File: src/logic/epi_pkg.sv
// Package for the external pin interrupt block: register offsets, fields, resets.
// Assumes a classic Wishbone slave with 32-bit data, 8-bit registers in the low byte.
package epi_pkg;

  // Register byte offsets
  localparam logic [7:0] SENSE_OFS     = 8'h00;
  localparam logic [7:0] PIN_MASK_OFS  = 8'h04;
  localparam logic [7:0] PIN_FLAG_OFS  = 8'h08;
  localparam logic [7:0] GRP_CTRL_OFS  = 8'h0c;
  localparam logic [7:0] GRP_FLAG_OFS  = 8'h10;
  localparam logic [7:0] MASK_UP_OFS   = 8'h14;
  localparam logic [7:0] MASK_LO_OFS   = 8'h18;
  localparam logic [7:0] CPU_CTRL_OFS  = 8'h1c;
  localparam logic [7:0] STATUS_OFS    = 8'h20;

  // Field positions
  localparam int SENSE_ZERO_POS = 0;
  localparam int SENSE_ONE_POS  = 2;
  localparam int GIE_POS        = 0;
  localparam int ACK0_POS       = 1;
  localparam int ACK1_POS       = 2;
  localparam int ACKG0_POS      = 3;
  localparam int ACKG1_POS      = 4;

  // Reset value and sense write mask
  localparam logic [7:0] REG_RESET = 8'h00;
  localparam logic [3:0] SENSE_MASK = 4'hf;

  // Sense select encodings
  localparam logic [1:0] SENSE_LOW  = 2'h0;
  localparam logic [1:0] SENSE_ANY  = 2'h1;
  localparam logic [1:0] SENSE_FALL = 2'h2;
  localparam logic [1:0] SENSE_RISE = 2'h3;

  typedef struct packed {
    logic [1:0] req_pin;
    logic [1:0] req_grp;
  } epi_req_type;

endpackage : epi_pkg

File: src/logic/epi_top.sv
// External pin interrupt logic: two sensed pins, sixteen toggle inputs in two groups.
// Assumes a classic Wishbone master on MCLK; the I/O clock gate arrives as a level.
`timescale 1ns/1ns

module epi_top (
  // Clock and reset
  input  wire logic        MCLK,
  input  wire logic        RSTN,
  // Wishbone slave
  input  wire logic        CYC_I,
  input  wire logic        STB_I,
  input  wire logic        WE_I,
  input  wire logic [7:0]  ADR_I,
  input  wire logic [3:0]  SEL_I,
  input  wire logic [31:0] DAT_I,
  output logic      [31:0] DAT_O,
  output logic             ACK_O,
  // Pins and power state
  input  wire logic [1:0]  EXT_IRQ_PINS,
  input  wire logic [15:0] TOGGLE_INPUTS_ALL,
  input  wire logic        IO_CLK_RUN,
  // Processor side
  input  wire logic [3:0]  SERVICE_ACK,
  output logic [3:0]       IRQ_REQ,
  output logic             WAKE
);

  // Three-stage synchronisers; stage one feeds stage two only
  logic [17:0] sync1_q, sync2_q, sync3_q;
  logic [17:0] sync1_d, sync2_d, sync3_d;
  logic        io_s1_q, io_s2_q, io_s3_q;
  logic        io_s1_d, io_s2_d, io_s3_d;
  logic        io_run_q, io_run_d;

  // Registers
  logic [3:0]  sense_q, sense_d;
  logic [1:0]  pin_mask_q, pin_mask_d;
  logic [1:0]  pin_flag_q, pin_flag_d;
  logic [1:0]  grp_en_q, grp_en_d;
  logic [1:0]  grp_flag_q, grp_flag_d;
  logic [7:0]  mask_up_q, mask_up_d;
  logic [7:0]  mask_lo_q, mask_lo_d;
  logic        gie_q, gie_d;
  logic [31:0] dat_q, dat_d;
  logic        ack_q, ack_d;
  logic [3:0]  irq_q, irq_d;
  logic        wake_q, wake_d;

  epi_pkg::epi_req_type req;
  logic [1:0]  pin_now, pin_old;
  logic [15:0] tog_now, tog_old;
  logic        io_run;
  logic        wr, rd_en;
  logic [1:0]  low_lvl;
  logic [1:0]  pin_evt;
  logic [7:0]  sense_rd;

  // Two dedicated pins, each with a two-bit sense field
  localparam int N_PINS = 2;

  function automatic logic pin_event(input logic [1:0] sel, input logic now, input logic old);
    case (sel)
      epi_pkg::SENSE_ANY:  pin_event = now ^ old;
      epi_pkg::SENSE_FALL: pin_event = old & ~now;
      epi_pkg::SENSE_RISE: pin_event = ~old & now;
      default:             pin_event = 1'b0;
    endcase
  endfunction : pin_event

  function automatic logic [7:0] wr_byte(input logic [7:0] cur, input logic [3:0] sel, input logic [31:0] dat);
    wr_byte = sel[0] ? dat[7:0] : cur;
  endfunction : wr_byte

  // Sense field of one dedicated pin
  function automatic logic [1:0] sense_of(input logic [3:0] s, input int i);
    sense_of = s[2*i +: 2];
  endfunction : sense_of

  // Masked change test shared by both toggle groups
  function automatic logic grp_hit(input logic [7:0] now, input logic [7:0] old, input logic [7:0] mask);
    grp_hit = |((now ^ old) & mask);
  endfunction : grp_hit

  // Write strobe aimed at one register
  function automatic logic wr_at(input logic go, input logic [7:0] adr, input logic [7:0] ofs);
    wr_at = go & (adr == ofs);
  endfunction : wr_at

  // Pins taken whatever their direction, so self-driven levels count
  always_comb begin
    sync1_d = {EXT_IRQ_PINS, TOGGLE_INPUTS_ALL};
    sync2_d = sync1_q;
    sync3_d = sync2_q;
    io_s1_d = IO_CLK_RUN;
    io_s2_d = io_s1_q;
    io_s3_d = io_s2_q;
    // Gate level moves only once two stages agree, so a glitch never opens edge sensing
    io_run_d = (io_s2_q == io_s3_q) ? io_s3_q : io_run_q;
  end

  // A change counts while stages two and three differ
  assign pin_now = sync2_q[17:16];
  assign pin_old = sync3_q[17:16];
  assign tog_now = sync2_q[15:0];
  assign tog_old = sync3_q[15:0];
  assign io_run  = io_run_q;

  // Only cycles with ack_q low act, so a held request writes once every two cycles, never in its ack cycle
  always_comb begin
    wr    = CYC_I & STB_I & WE_I & ~ack_q;
    rd_en = CYC_I & STB_I & ~WE_I & ~ack_q;
  end

  // Dedicated pins: low level is combinational, edges need the I/O clock
  always_comb begin
    for (int i = 0; i < N_PINS; i++) begin
      low_lvl[i] = (sense_of(sense_q, i) == epi_pkg::SENSE_LOW) & ~pin_now[i];
      // Edge recognition waits for the I/O clock; without it sleep holds edges off
      pin_evt[i] = io_run & pin_event(sense_of(sense_q, i), pin_now[i], pin_old[i]);
    end
  end

  // Request bundle; toggle groups never wait for the I/O clock
  always_comb begin
    req.req_pin    = low_lvl;
    req.req_grp[1] = grp_en_q[1] & grp_hit(tog_now[15:8], tog_old[15:8], mask_up_q);
    req.req_grp[0] = grp_en_q[0] & grp_hit(tog_now[7:0], tog_old[7:0], mask_lo_q);
  end

  // Control registers change only on a bus write; unused byte lanes are ignored
  always_comb begin
    sense_d    = sense_q;
    pin_mask_d = pin_mask_q;
    grp_en_d   = grp_en_q;
    mask_up_d  = mask_up_q;
    mask_lo_d  = mask_lo_q;
    gie_d      = gie_q;
    if (wr && SEL_I[0]) begin
      case (ADR_I)
        epi_pkg::SENSE_OFS:    sense_d = DAT_I[3:0] & epi_pkg::SENSE_MASK;
        epi_pkg::PIN_MASK_OFS: pin_mask_d = DAT_I[1:0];
        epi_pkg::GRP_CTRL_OFS: grp_en_d = DAT_I[1:0];
        epi_pkg::MASK_UP_OFS:  mask_up_d = wr_byte(mask_up_q, SEL_I, DAT_I);
        epi_pkg::MASK_LO_OFS:  mask_lo_d = wr_byte(mask_lo_q, SEL_I, DAT_I);
        epi_pkg::CPU_CTRL_OFS: gie_d = DAT_I[epi_pkg::GIE_POS];
        default: ;
      endcase
    end
  end

  // Flags: clears first, so a set in the same cycle wins
  always_comb begin
    pin_flag_d = pin_flag_q;
    grp_flag_d = grp_flag_q;
    if (wr_at(wr & SEL_I[0], ADR_I, epi_pkg::PIN_FLAG_OFS)) begin
      pin_flag_d = pin_flag_d & ~DAT_I[1:0];
    end
    if (wr_at(wr & SEL_I[0], ADR_I, epi_pkg::GRP_FLAG_OFS)) begin
      grp_flag_d = grp_flag_d & ~DAT_I[1:0];
    end
    pin_flag_d = pin_flag_d & ~SERVICE_ACK[1:0];
    grp_flag_d = grp_flag_d & ~SERVICE_ACK[3:2];
    pin_flag_d = pin_flag_d | pin_evt;
    grp_flag_d = grp_flag_d | req.req_grp;
    // Low-level mode keeps its flag cleared; the level itself is the request
    for (int i = 0; i < N_PINS; i++) begin
      if (sense_of(sense_q, i) == epi_pkg::SENSE_LOW) begin
        pin_flag_d[i] = 1'b0;
      end
    end
  end

  always_comb begin
    sense_rd = {4'h0, sense_q};
    dat_d = 32'h0;
    if (rd_en) begin
      case (ADR_I)
        epi_pkg::SENSE_OFS:    dat_d = {24'h0, sense_rd};
        epi_pkg::PIN_MASK_OFS: dat_d = {30'h0, pin_mask_q};
        epi_pkg::PIN_FLAG_OFS: dat_d = {30'h0, pin_flag_q};
        epi_pkg::GRP_CTRL_OFS: dat_d = {30'h0, grp_en_q};
        epi_pkg::GRP_FLAG_OFS: dat_d = {30'h0, grp_flag_q};
        epi_pkg::MASK_UP_OFS:  dat_d = {24'h0, mask_up_q};
        epi_pkg::MASK_LO_OFS:  dat_d = {24'h0, mask_lo_q};
        epi_pkg::CPU_CTRL_OFS: dat_d = {31'h0, gie_q};
        epi_pkg::STATUS_OFS:   dat_d = {26'h0, io_run, pin_now, req.req_pin, 1'b0};
        default:               dat_d = 32'h0;
      endcase
    end
    ack_d = CYC_I & STB_I & ~ack_q;
  end

  // Requests and wake
  always_comb begin
    // Level requests vanish with the level; wake skips gie_q, so a level wakes without a request only while gie_q is off
    irq_d[1:0] = {2{gie_q}} & pin_mask_q & (pin_flag_q | req.req_pin);
    irq_d[3:2] = {2{gie_q}} & grp_en_q & grp_flag_q;
    wake_d = |(pin_mask_q & req.req_pin) | |req.req_grp;
  end

  // Synchronisers reset low; every enable is off then, so first samples raise nothing
  always_ff @(posedge MCLK or negedge RSTN) begin
    if (!RSTN) begin
      sync1_q  <= '0;
      sync2_q  <= '0;
      sync3_q  <= '0;
      io_s1_q  <= 1'b0;
      io_s2_q  <= 1'b0;
      io_s3_q  <= 1'b0;
      io_run_q <= 1'b0;
    end else begin
      sync1_q  <= sync1_d;
      sync2_q  <= sync2_d;
      sync3_q  <= sync3_d;
      io_s1_q  <= io_s1_d;
      io_s2_q  <= io_s2_d;
      io_s3_q  <= io_s3_d;
      io_run_q <= io_run_d;
    end
  end

  // Control registers
  always_ff @(posedge MCLK or negedge RSTN) begin
    if (!RSTN) begin
      sense_q    <= '0;
      pin_mask_q <= '0;
      grp_en_q   <= '0;
      mask_up_q  <= epi_pkg::REG_RESET;
      mask_lo_q  <= epi_pkg::REG_RESET;
      gie_q      <= 1'b0;
    end else begin
      sense_q    <= sense_d;
      pin_mask_q <= pin_mask_d;
      grp_en_q   <= grp_en_d;
      mask_up_q  <= mask_up_d;
      mask_lo_q  <= mask_lo_d;
      gie_q      <= gie_d;
    end
  end

  // Flags
  always_ff @(posedge MCLK or negedge RSTN) begin
    if (!RSTN) begin
      pin_flag_q <= '0;
      grp_flag_q <= '0;
    end else begin
      pin_flag_q <= pin_flag_d;
      grp_flag_q <= grp_flag_d;
    end
  end

  // Bus answer
  always_ff @(posedge MCLK or negedge RSTN) begin
    if (!RSTN) begin
      dat_q <= '0;
      ack_q <= 1'b0;
    end else begin
      dat_q <= dat_d;
      ack_q <= ack_d;
    end
  end

  // Requests and wake
  always_ff @(posedge MCLK or negedge RSTN) begin
    if (!RSTN) begin
      irq_q  <= '0;
      wake_q <= 1'b0;
    end else begin
      irq_q  <= irq_d;
      wake_q <= wake_d;
    end
  end

  assign DAT_O   = dat_q;
  assign ACK_O   = ack_q;
  assign IRQ_REQ = irq_q;
  assign WAKE    = wake_q;

endmodule : epi_top

File: config.mk
export PLATFORM = sky130hd
export DESIGN_NAME = epi_top
export DESIGN_NICKNAME = d
export VERILOG_FILES = /design/src/logic/epi_pkg.sv /design/src/logic/epi_top.sv
export SDC_FILE = /design/constraint.sdc
export NUM_CORES = 1
export LEC_CHECK = 0
export CAP_MARGIN = 25
export CORE_MARGIN = 4
export CORE_UTILIZATION = 60
export DETAILED_ROUTE_END_ITERATION = 16
export DONT_BUFFER_PORTS = 1
export PLACE_DENSITY = 0.8
export SYNTH_ARGS = -nofsm -noshare
export SYNTH_HDL_FRONTEND = slang
export SYNTH_SLANG_ARGS = --single-unit
File: constraint.sdc
create_clock -name MCLK -period 2.1 [get_ports MCLK]
set_clock_uncertainty 0.1 [all_clocks]
set_input_delay 0.42 -clock MCLK [delete_from_list [all_inputs] [get_ports MCLK]]
set_output_delay 0.42 -clock MCLK [all_outputs]
set_load 0.02 [all_outputs]
==> results of run 1 <==
stage by stage:
stage | util, % | instance area, um2 | setup TNS [ns]
2_1_floorplan | - | 4151 | -1.859
6_report | 70.02 | 4497 | 0
3_3_place_gp | 63.98 | 4109 | -0.4964
4_1_cts | 70.02 | 4497 | 0
5_1_grt | 70.02 | 4497 | 0
3_5_place_dp | 63.98 | 4109 | -0.5175
registers in the layout (all words and copies together) (netlist names):
signal	count
io_s2_q	1
DAT_O	8
ACK_O	1
io_s3_q	1
pin_flag_q	2
IRQ_REQ	4
sync1_q	18
sync3_q	18
WAKE	1
mask_up_q	8
io_run	1
io_s1_q	1
mask_lo_q	8
grp_en_q	2
grp_flag_q	2
sense_q	4
sync2_q	18
pin_mask_q	2
gie_q	1
metal layers:
layer  global-route usage [%]  wire length (um)
met1                    25.55              3116
met2                    31.77              3610
met3                    6.594               573
met4                    6.633               105
met5                        0                 0
power by group through the flow:
stage	registers, mW	logic [mW]	clock network, mW
5_1_grt	2.05	0.162	1.32
3_5_place_dp	2.08	0.119	0
6_report	2.04	0.149	1.19
3_3_place_gp	2.08	0.116	0
4_1_cts	2.04	0.147	1.23
2_1_floorplan	2.07	0.148	0
final cells by class:
cell class | instances | area share (%)
clock inverters | 7 | 1.642
well taps | 77 | 2.142
clock buffers | 9 | 2.755
multi-input cells | 176 | 30.38
inverters | 7 | 0.5843
repair buffers | 28 | 6.288
flip-flops and latches | 101 | 56.20
cell usage after synthesis (4+ instances only):
library cell,count,area share [%]
dfrtp_1,101,63
inv_1,7,0.65
nand2_1,9,0.84
a22o_1,8,1.7
nor2_1,8,0.75
nand4_1,7,1.1
buf_4,25,4.7
mux2_2,25,7.0
mux2i_1,7,1.7
ha_1,4,1.2
nor3_1,7,0.87
xor2_1,16,3.5
a22oi_1,8,1.5
path summary, 6_finish.rpt:
kind	endpoint
max	grp_en_q[1]
min	sync2_q[16]
max reg2reg	grp_en_q[1]
min reg2reg	io_s2_q
max in group asynchronous	sync3_q[11]
min in group MCLK	mask_lo_q[7]
cell families (layout without fill, tap and decap cells):
group	count (synthesis)	in the layout	share of synthesized area, %
flip-flops	101	101	62.79
AND/OR/NAND/NOR	61	61	9.792
AO/OA/AOI/OAI	38	38	7.399
buffers and inverters	37	51	6.217
multiplexers	32	32	8.735
XOR/XNOR	16	16	3.481
adder cells (fa/ha/maj)	5	5	1.492
other	1	24	0.09317
==> impl_results.md, run 1 <==
- Synth unique cells: 50
- Routed len/inst: 18.29 um
- Top FF cell, synth: dfrtp_1
- DRT iter0 DRCs: 127
- IO Port Bufs: 0
- EDFF count, synth: 0
- Clock buffer depth: 2
- Register area share after synthesis: 62.79%
- Worst EP arrival: 2.08 ns
- Net Sw Frac: 24.70%
- Failing checks: hold timing
- CP cell instances: nand3b_1 > nor4_1 > buf_4 > nand4_1 > mux2_2
- Final hold slack: -0.3680 ns
- Final Critical Period: 1.924 ns
- Fin crit share: 91.61%
- Run status: complete, but fails checks
- CP Launch Type: flip-flop
- Slew Limit Fails: 0
- Peak supply drop: 0.0006363 V
- Cells after Synth: 291
- Yosys reg bits: 101
- Routed vias: 2329
- Synth warnings: 0
- Critical path peak fanout: 5
- Most frequent cells in the layout: 101 x dfrtp_1, 24 x conb_1, 19 x dlygate4sd3_1, 18 x mux2_2, 16 x xor2_1
- Area delta synth->final: 11.72%
- TritonCTS buffer count: 9
- Leakage: 2.096 nW
- CTS H-tree lvls: 3
- Worst rel slew slack: 59.48%
- Vias in the first global route: 2404
- Delay-heaviest family, CP: simple AND/OR/NAND/NOR gates
- TritonCTS clock tree: done
- Final wirelength: 7.406 mm
- Layout cell share with drive strength beyond 1: 17.38%
- Pin count of the biggest net entering global routing: 102
- Clk_lat worst skew: 0.37 ns
- Seq. cell area: 2527 um2
- Setup WS post-layout: 0.1762 ns
- Multi-input logic area: 1366 um2
- Num ports: 110
- Crit path largest cell delay: 0.38 ns
- Critical path origin: ACK_O
- Clock share of power: 35.1%
- Seq pwr share: 60.5%
- Nets@finish: 399
- DRC: 0
- Gpl congestion: 0.8521
- Worst EP required: 2.26 ns
- Core box area: 6422 um2
- Fraction of registers with async set/reset: 100.0%
- Avg Cell Area, Syn: 13.83 um2
- CTS root buffer: clkbuf_8
- GR Overflow Total: 0
- Internal power: 2.541 mW
- Number of buffers inserted by hold repair at cts: 19
- R2R Path Start: ACK_O
- Instance count on the critical path: 5
- RSZ-0062 raised after global routing: false
- Initial Util: 62.67%
- Combinational power share: 4.4%
- Filler Cell Count: 435
- Max-cap viol count: 0
- Post-place setup slack: -0.07039 ns
- Hold crit path type: primary input to asynchronous set/reset pin
- Die area: 8083 um2
- Non-Filler Instances: 405
- FMAX: 519.8 MHz
- Fin. Hold Viols: 101
- Reg2Reg Setup Slack: 0.18 ns
- Power Total: 3.374 mW
- Die Y: 89.91 um
- Pwr dens: 750.4 nW/um2
- Worst r2r path cells: 5
- First-pass GRT wire length: 12.38 mm
- Dpl cells: 370
- Post-CTS setup buffers: 0
- Critical-path top delay cell: dfrtp_1
- Antenna violations before repair: 0
- CP endpoint kind: flip-flop
- Pre-Repair DR Iteration Count: 5
- CTS resizes: 0
- Least-Margin Pin Slew: 0.6032 ns
- Vias per cell: 5.751
- Width of the die: 89.91 um
- Post-DP HPWL: 5.312 mm
- Switching power: 0.8333 mW
- N_diodes: 0
- Total GRT Usage: 19.80%
- Crit Path Class: flip-flop to flip-flop
- Final setup vio count: 0
- Antenna Nets Post-Route: 0
- CP Buf/Inv Count: 1
- Row Count: 29
- Clock transition at path regs: 0.11 ns
- Post-synthesis instance area: 4025 um2
- Most common cell after layout, fill and taps aside: dfrtp_1
- Clock tree sinks: 101
Power figures use the tool's default switching activity.
==> inputs of run 2 (changes only) <==
Settings changed: CORE_ASPECT_RATIO set to 1.2.
==> run 2 against run 1 <==
Effect of this change:
- the flow still finishes with violations (hold timing)
- sequential share of layout area decreased by 0.53 points
- cell count increased by 3.5%
- via count increased by 2.4%
- sequential cell count unchanged
- maximum frequency decreased by 5.0%
- register-to-register slack got worse by 0.10 ns
- wire length increased by 8.1%
- design area increased by 0.95%
- global-route usage increased by 1.5 points
- critical path type unchanged
- largest cell class unchanged
- highest routed layer unchanged
==> impl_results.md, run 2 (synthesis results as in run 1) <==
- Most common cell after layout, fill and taps aside: dfrtp_1 (unchanged)
- Combinational power share: 4.4% (about the same)
- Clock share of power: 35.8% (was 35.1%)
- Fin. Hold Viols: 101 (unchanged)
- Largest regs: sync1_q: 18 flops, sync2_q: 18 flops, sync3_q: 18 flops (unchanged)
- Internal power: 2.553 mW (was 2.541 mW)
- Pwr dens: 752.3 nW/um2 (was 750.4 nW/um2)
- Routed vias: 2386 (was 2329)
- Num ports: 110 (unchanged)
- Nets@finish: 405 (was 399)
- Die Y: 97.73 um (was 89.91 um)
- Area delta synth->final: 12.78% (was 11.72%)
- Total GRT Usage: 21.31% (was 19.80%)
- Core box area: 6486 um2 (was 6422 um2)
- Failing checks: hold timing (unchanged)
- Max-cap viol count: 0 (unchanged)
- Most frequent cells in the layout: 101 x dfrtp_1, 24 x conb_1, 19 x dlygate4sd3_1, 18 x mux2_2, 16 x xor2_1 (unchanged)
- Clock transition at path regs: 0.11 ns (about the same)
- Seq pwr share: 59.8% (was 60.5%)
- CP Launch Type: flip-flop (unchanged)
- Final Critical Period: 2.024 ns (was 1.924 ns)
- DRT iter0 DRCs: 146 (was 127)
- Clock buffer depth: 2 (unchanged)
- Routed len/inst: 19.10 um (was 18.29 um)
- Setup TNS: 0 ns (unchanged)
- GR Overflow Total: 0 (unchanged)
- CTS root buffer: clkbuf_8 (unchanged)
- TritonCTS buffer count: 9 (unchanged)
- Pre-Repair DR Iteration Count: 6 (was 5)
- Switching power: 0.8620 mW (was 0.8333 mW)
- Layout cell share with drive strength beyond 1: 18.86% (was 17.38%)
- Row Count: 32 (was 29)
- CP Buf/Inv Count: 1 (unchanged)
- Critical path peak fanout: 5 (unchanged)
- Number of buffers inserted by hold repair at cts: 19 (unchanged)
- Net Sw Frac: 25.24% (was 24.70%)
- Critical-path top delay cell: dfrtp_1 (unchanged)
- CP endpoint kind: flip-flop (unchanged)
- Clock tree sinks: 101 (unchanged)
- N_diodes: 0 (unchanged)
- Final setup vio count: 0 (unchanged)
- Initial Util: 62.06% (was 62.67%)
- Pin count of the biggest net entering global routing: 102 (unchanged)
- Clk_lat worst skew: 0.37 ns (about the same)
- Slew Limit Fails: 0 (unchanged)
- Vias in the first global route: 2475 (was 2404)
- Peak supply drop: 0.0005990 V (was 0.0006363 V)
- Antenna violations before repair: 0 (unchanged)
- Fin crit share: 96.40% (was 91.61%)
- Antenna Nets Post-Route: 0 (unchanged)
- Worst EP arrival: 2.17 ns (was 2.08 ns)
- CP cell instances: nand3b_1 > nor4_1 > buf_4 > nand2_1 > mux2_2 (was nand3b_1 > nor4_1 > buf_4 > nand4_1 > mux2_2)
- Width of the die: 82.77 um (was 89.91 um)
- Worst EP required: 2.25 ns (was 2.26 ns)
- Least-Margin Pin Slew: 0.6273 ns (was 0.6032 ns)
- Vias per cell: 5.695 (was 5.751)
- RSZ-0062 raised after global routing: false (unchanged)
- Final hold slack: -0.3700 ns (was -0.3680 ns)
- CTS H-tree lvls: 3 (unchanged)
- Run status: complete, but fails checks (unchanged)
- Worst rel slew slack: 57.90% (was 59.48%)
- Post-CTS setup buffers: 0 (unchanged)
- Crit Path Class: flip-flop to flip-flop (unchanged)
- Die area: 8089 um2 (was 8083 um2)
- Crit path largest cell delay: 0.39 ns (was 0.38 ns)
- CTS resizes: 0 (unchanged)
- DRC: 0 (unchanged)
- TritonCTS clock tree: done (unchanged)
- Final wirelength: 8.004 mm (was 7.406 mm)
- IO Port Bufs: 0 (unchanged)
- Hold crit path type: primary input to asynchronous set/reset pin (unchanged)
- Post-DP HPWL: 5.645 mm (was 5.312 mm)
- Leakage: 2.131 nW (was 2.096 nW)
- Gpl congestion: 0.8900 (was 0.8521)
- Delay-heaviest family, CP: simple AND/OR/NAND/NOR gates (unchanged)
- FMAX: 494.0 MHz (was 519.8 MHz)
- First-pass GRT wire length: 12.79 mm (was 12.38 mm)
-- run 2: cell types whose count changed in the layout (fill, tap and decap cells not counted), sizes merged --
cell,change
clkinvlp,-2
buf,+6
clkinv,+3
inv,-1
-- run 2: metrics by stage --
step | total power [mW] | area [um2] | worst slack (ns) | instances | util (%)
after floorplan | 2.218 | 4151 | -0.1599 | 314 | -
after global placement | 2.196 | 4139 | -0.07466 | 384 | 63.81
after detailed placement | 2.203 | 4139 | -0.05644 | 384 | 63.81
after CTS | 3.448 | 4539 | 0.06381 | 419 | 69.98
after global routing | 3.569 | 4539 | 0.003376 | 419 | 69.98
final | 3.415 | 4539 | 0.07558 | 419 | 69.98
-- run 2: cell type report --
type | instances | area, um2
clock buffer | 9 | 123.9
sequential | 101 | 2527
inverter | 7 | 26.28
fill | 459 | 1947
multi-input combinational | 176 | 1366
clock inverter | 7 | 86.33
timing repair buffer | 34 | 302.8
tap | 85 | 106.4
-- run 2: power by group through the flow --
stage | sequential [mW] | combinational [mW] | clock, mW
6_report | 2.04 | 0.152 | 1.22
3_3_place_gp | 2.08 | 0.119 | 0
3_5_place_dp | 2.08 | 0.121 | 0
4_1_cts | 2.04 | 0.149 | 1.26
2_1_floorplan | 2.07 | 0.148 | 0
5_1_grt | 2.05 | 0.166 | 1.35
-- run 2: layer usage --
metal	part of all wire [%]	track usage [%]
met3	6.4	5.380
met4	2.6	9.057
met5	0	0
met2	50	33.89
met1	41	27.44
-- run 2: final timing paths --
check	depth (start not counted)	start	slack, ns	end
setup / recovery	5	ACK_O	0.08	sense_q[3]
hold / removal	0	RSTN	-0.37	IRQ_REQ[3]
setup reg to reg	5	ACK_O	0.08	sense_q[3]
hold reg to reg	0	sync1_q[17]	0.25	sync2_q[17]
max in group asynchronous	0	RSTN	2.13	mask_up_q[7]
min in group MCLK	1	DAT_I[4]	0.09	mask_lo_q[4]
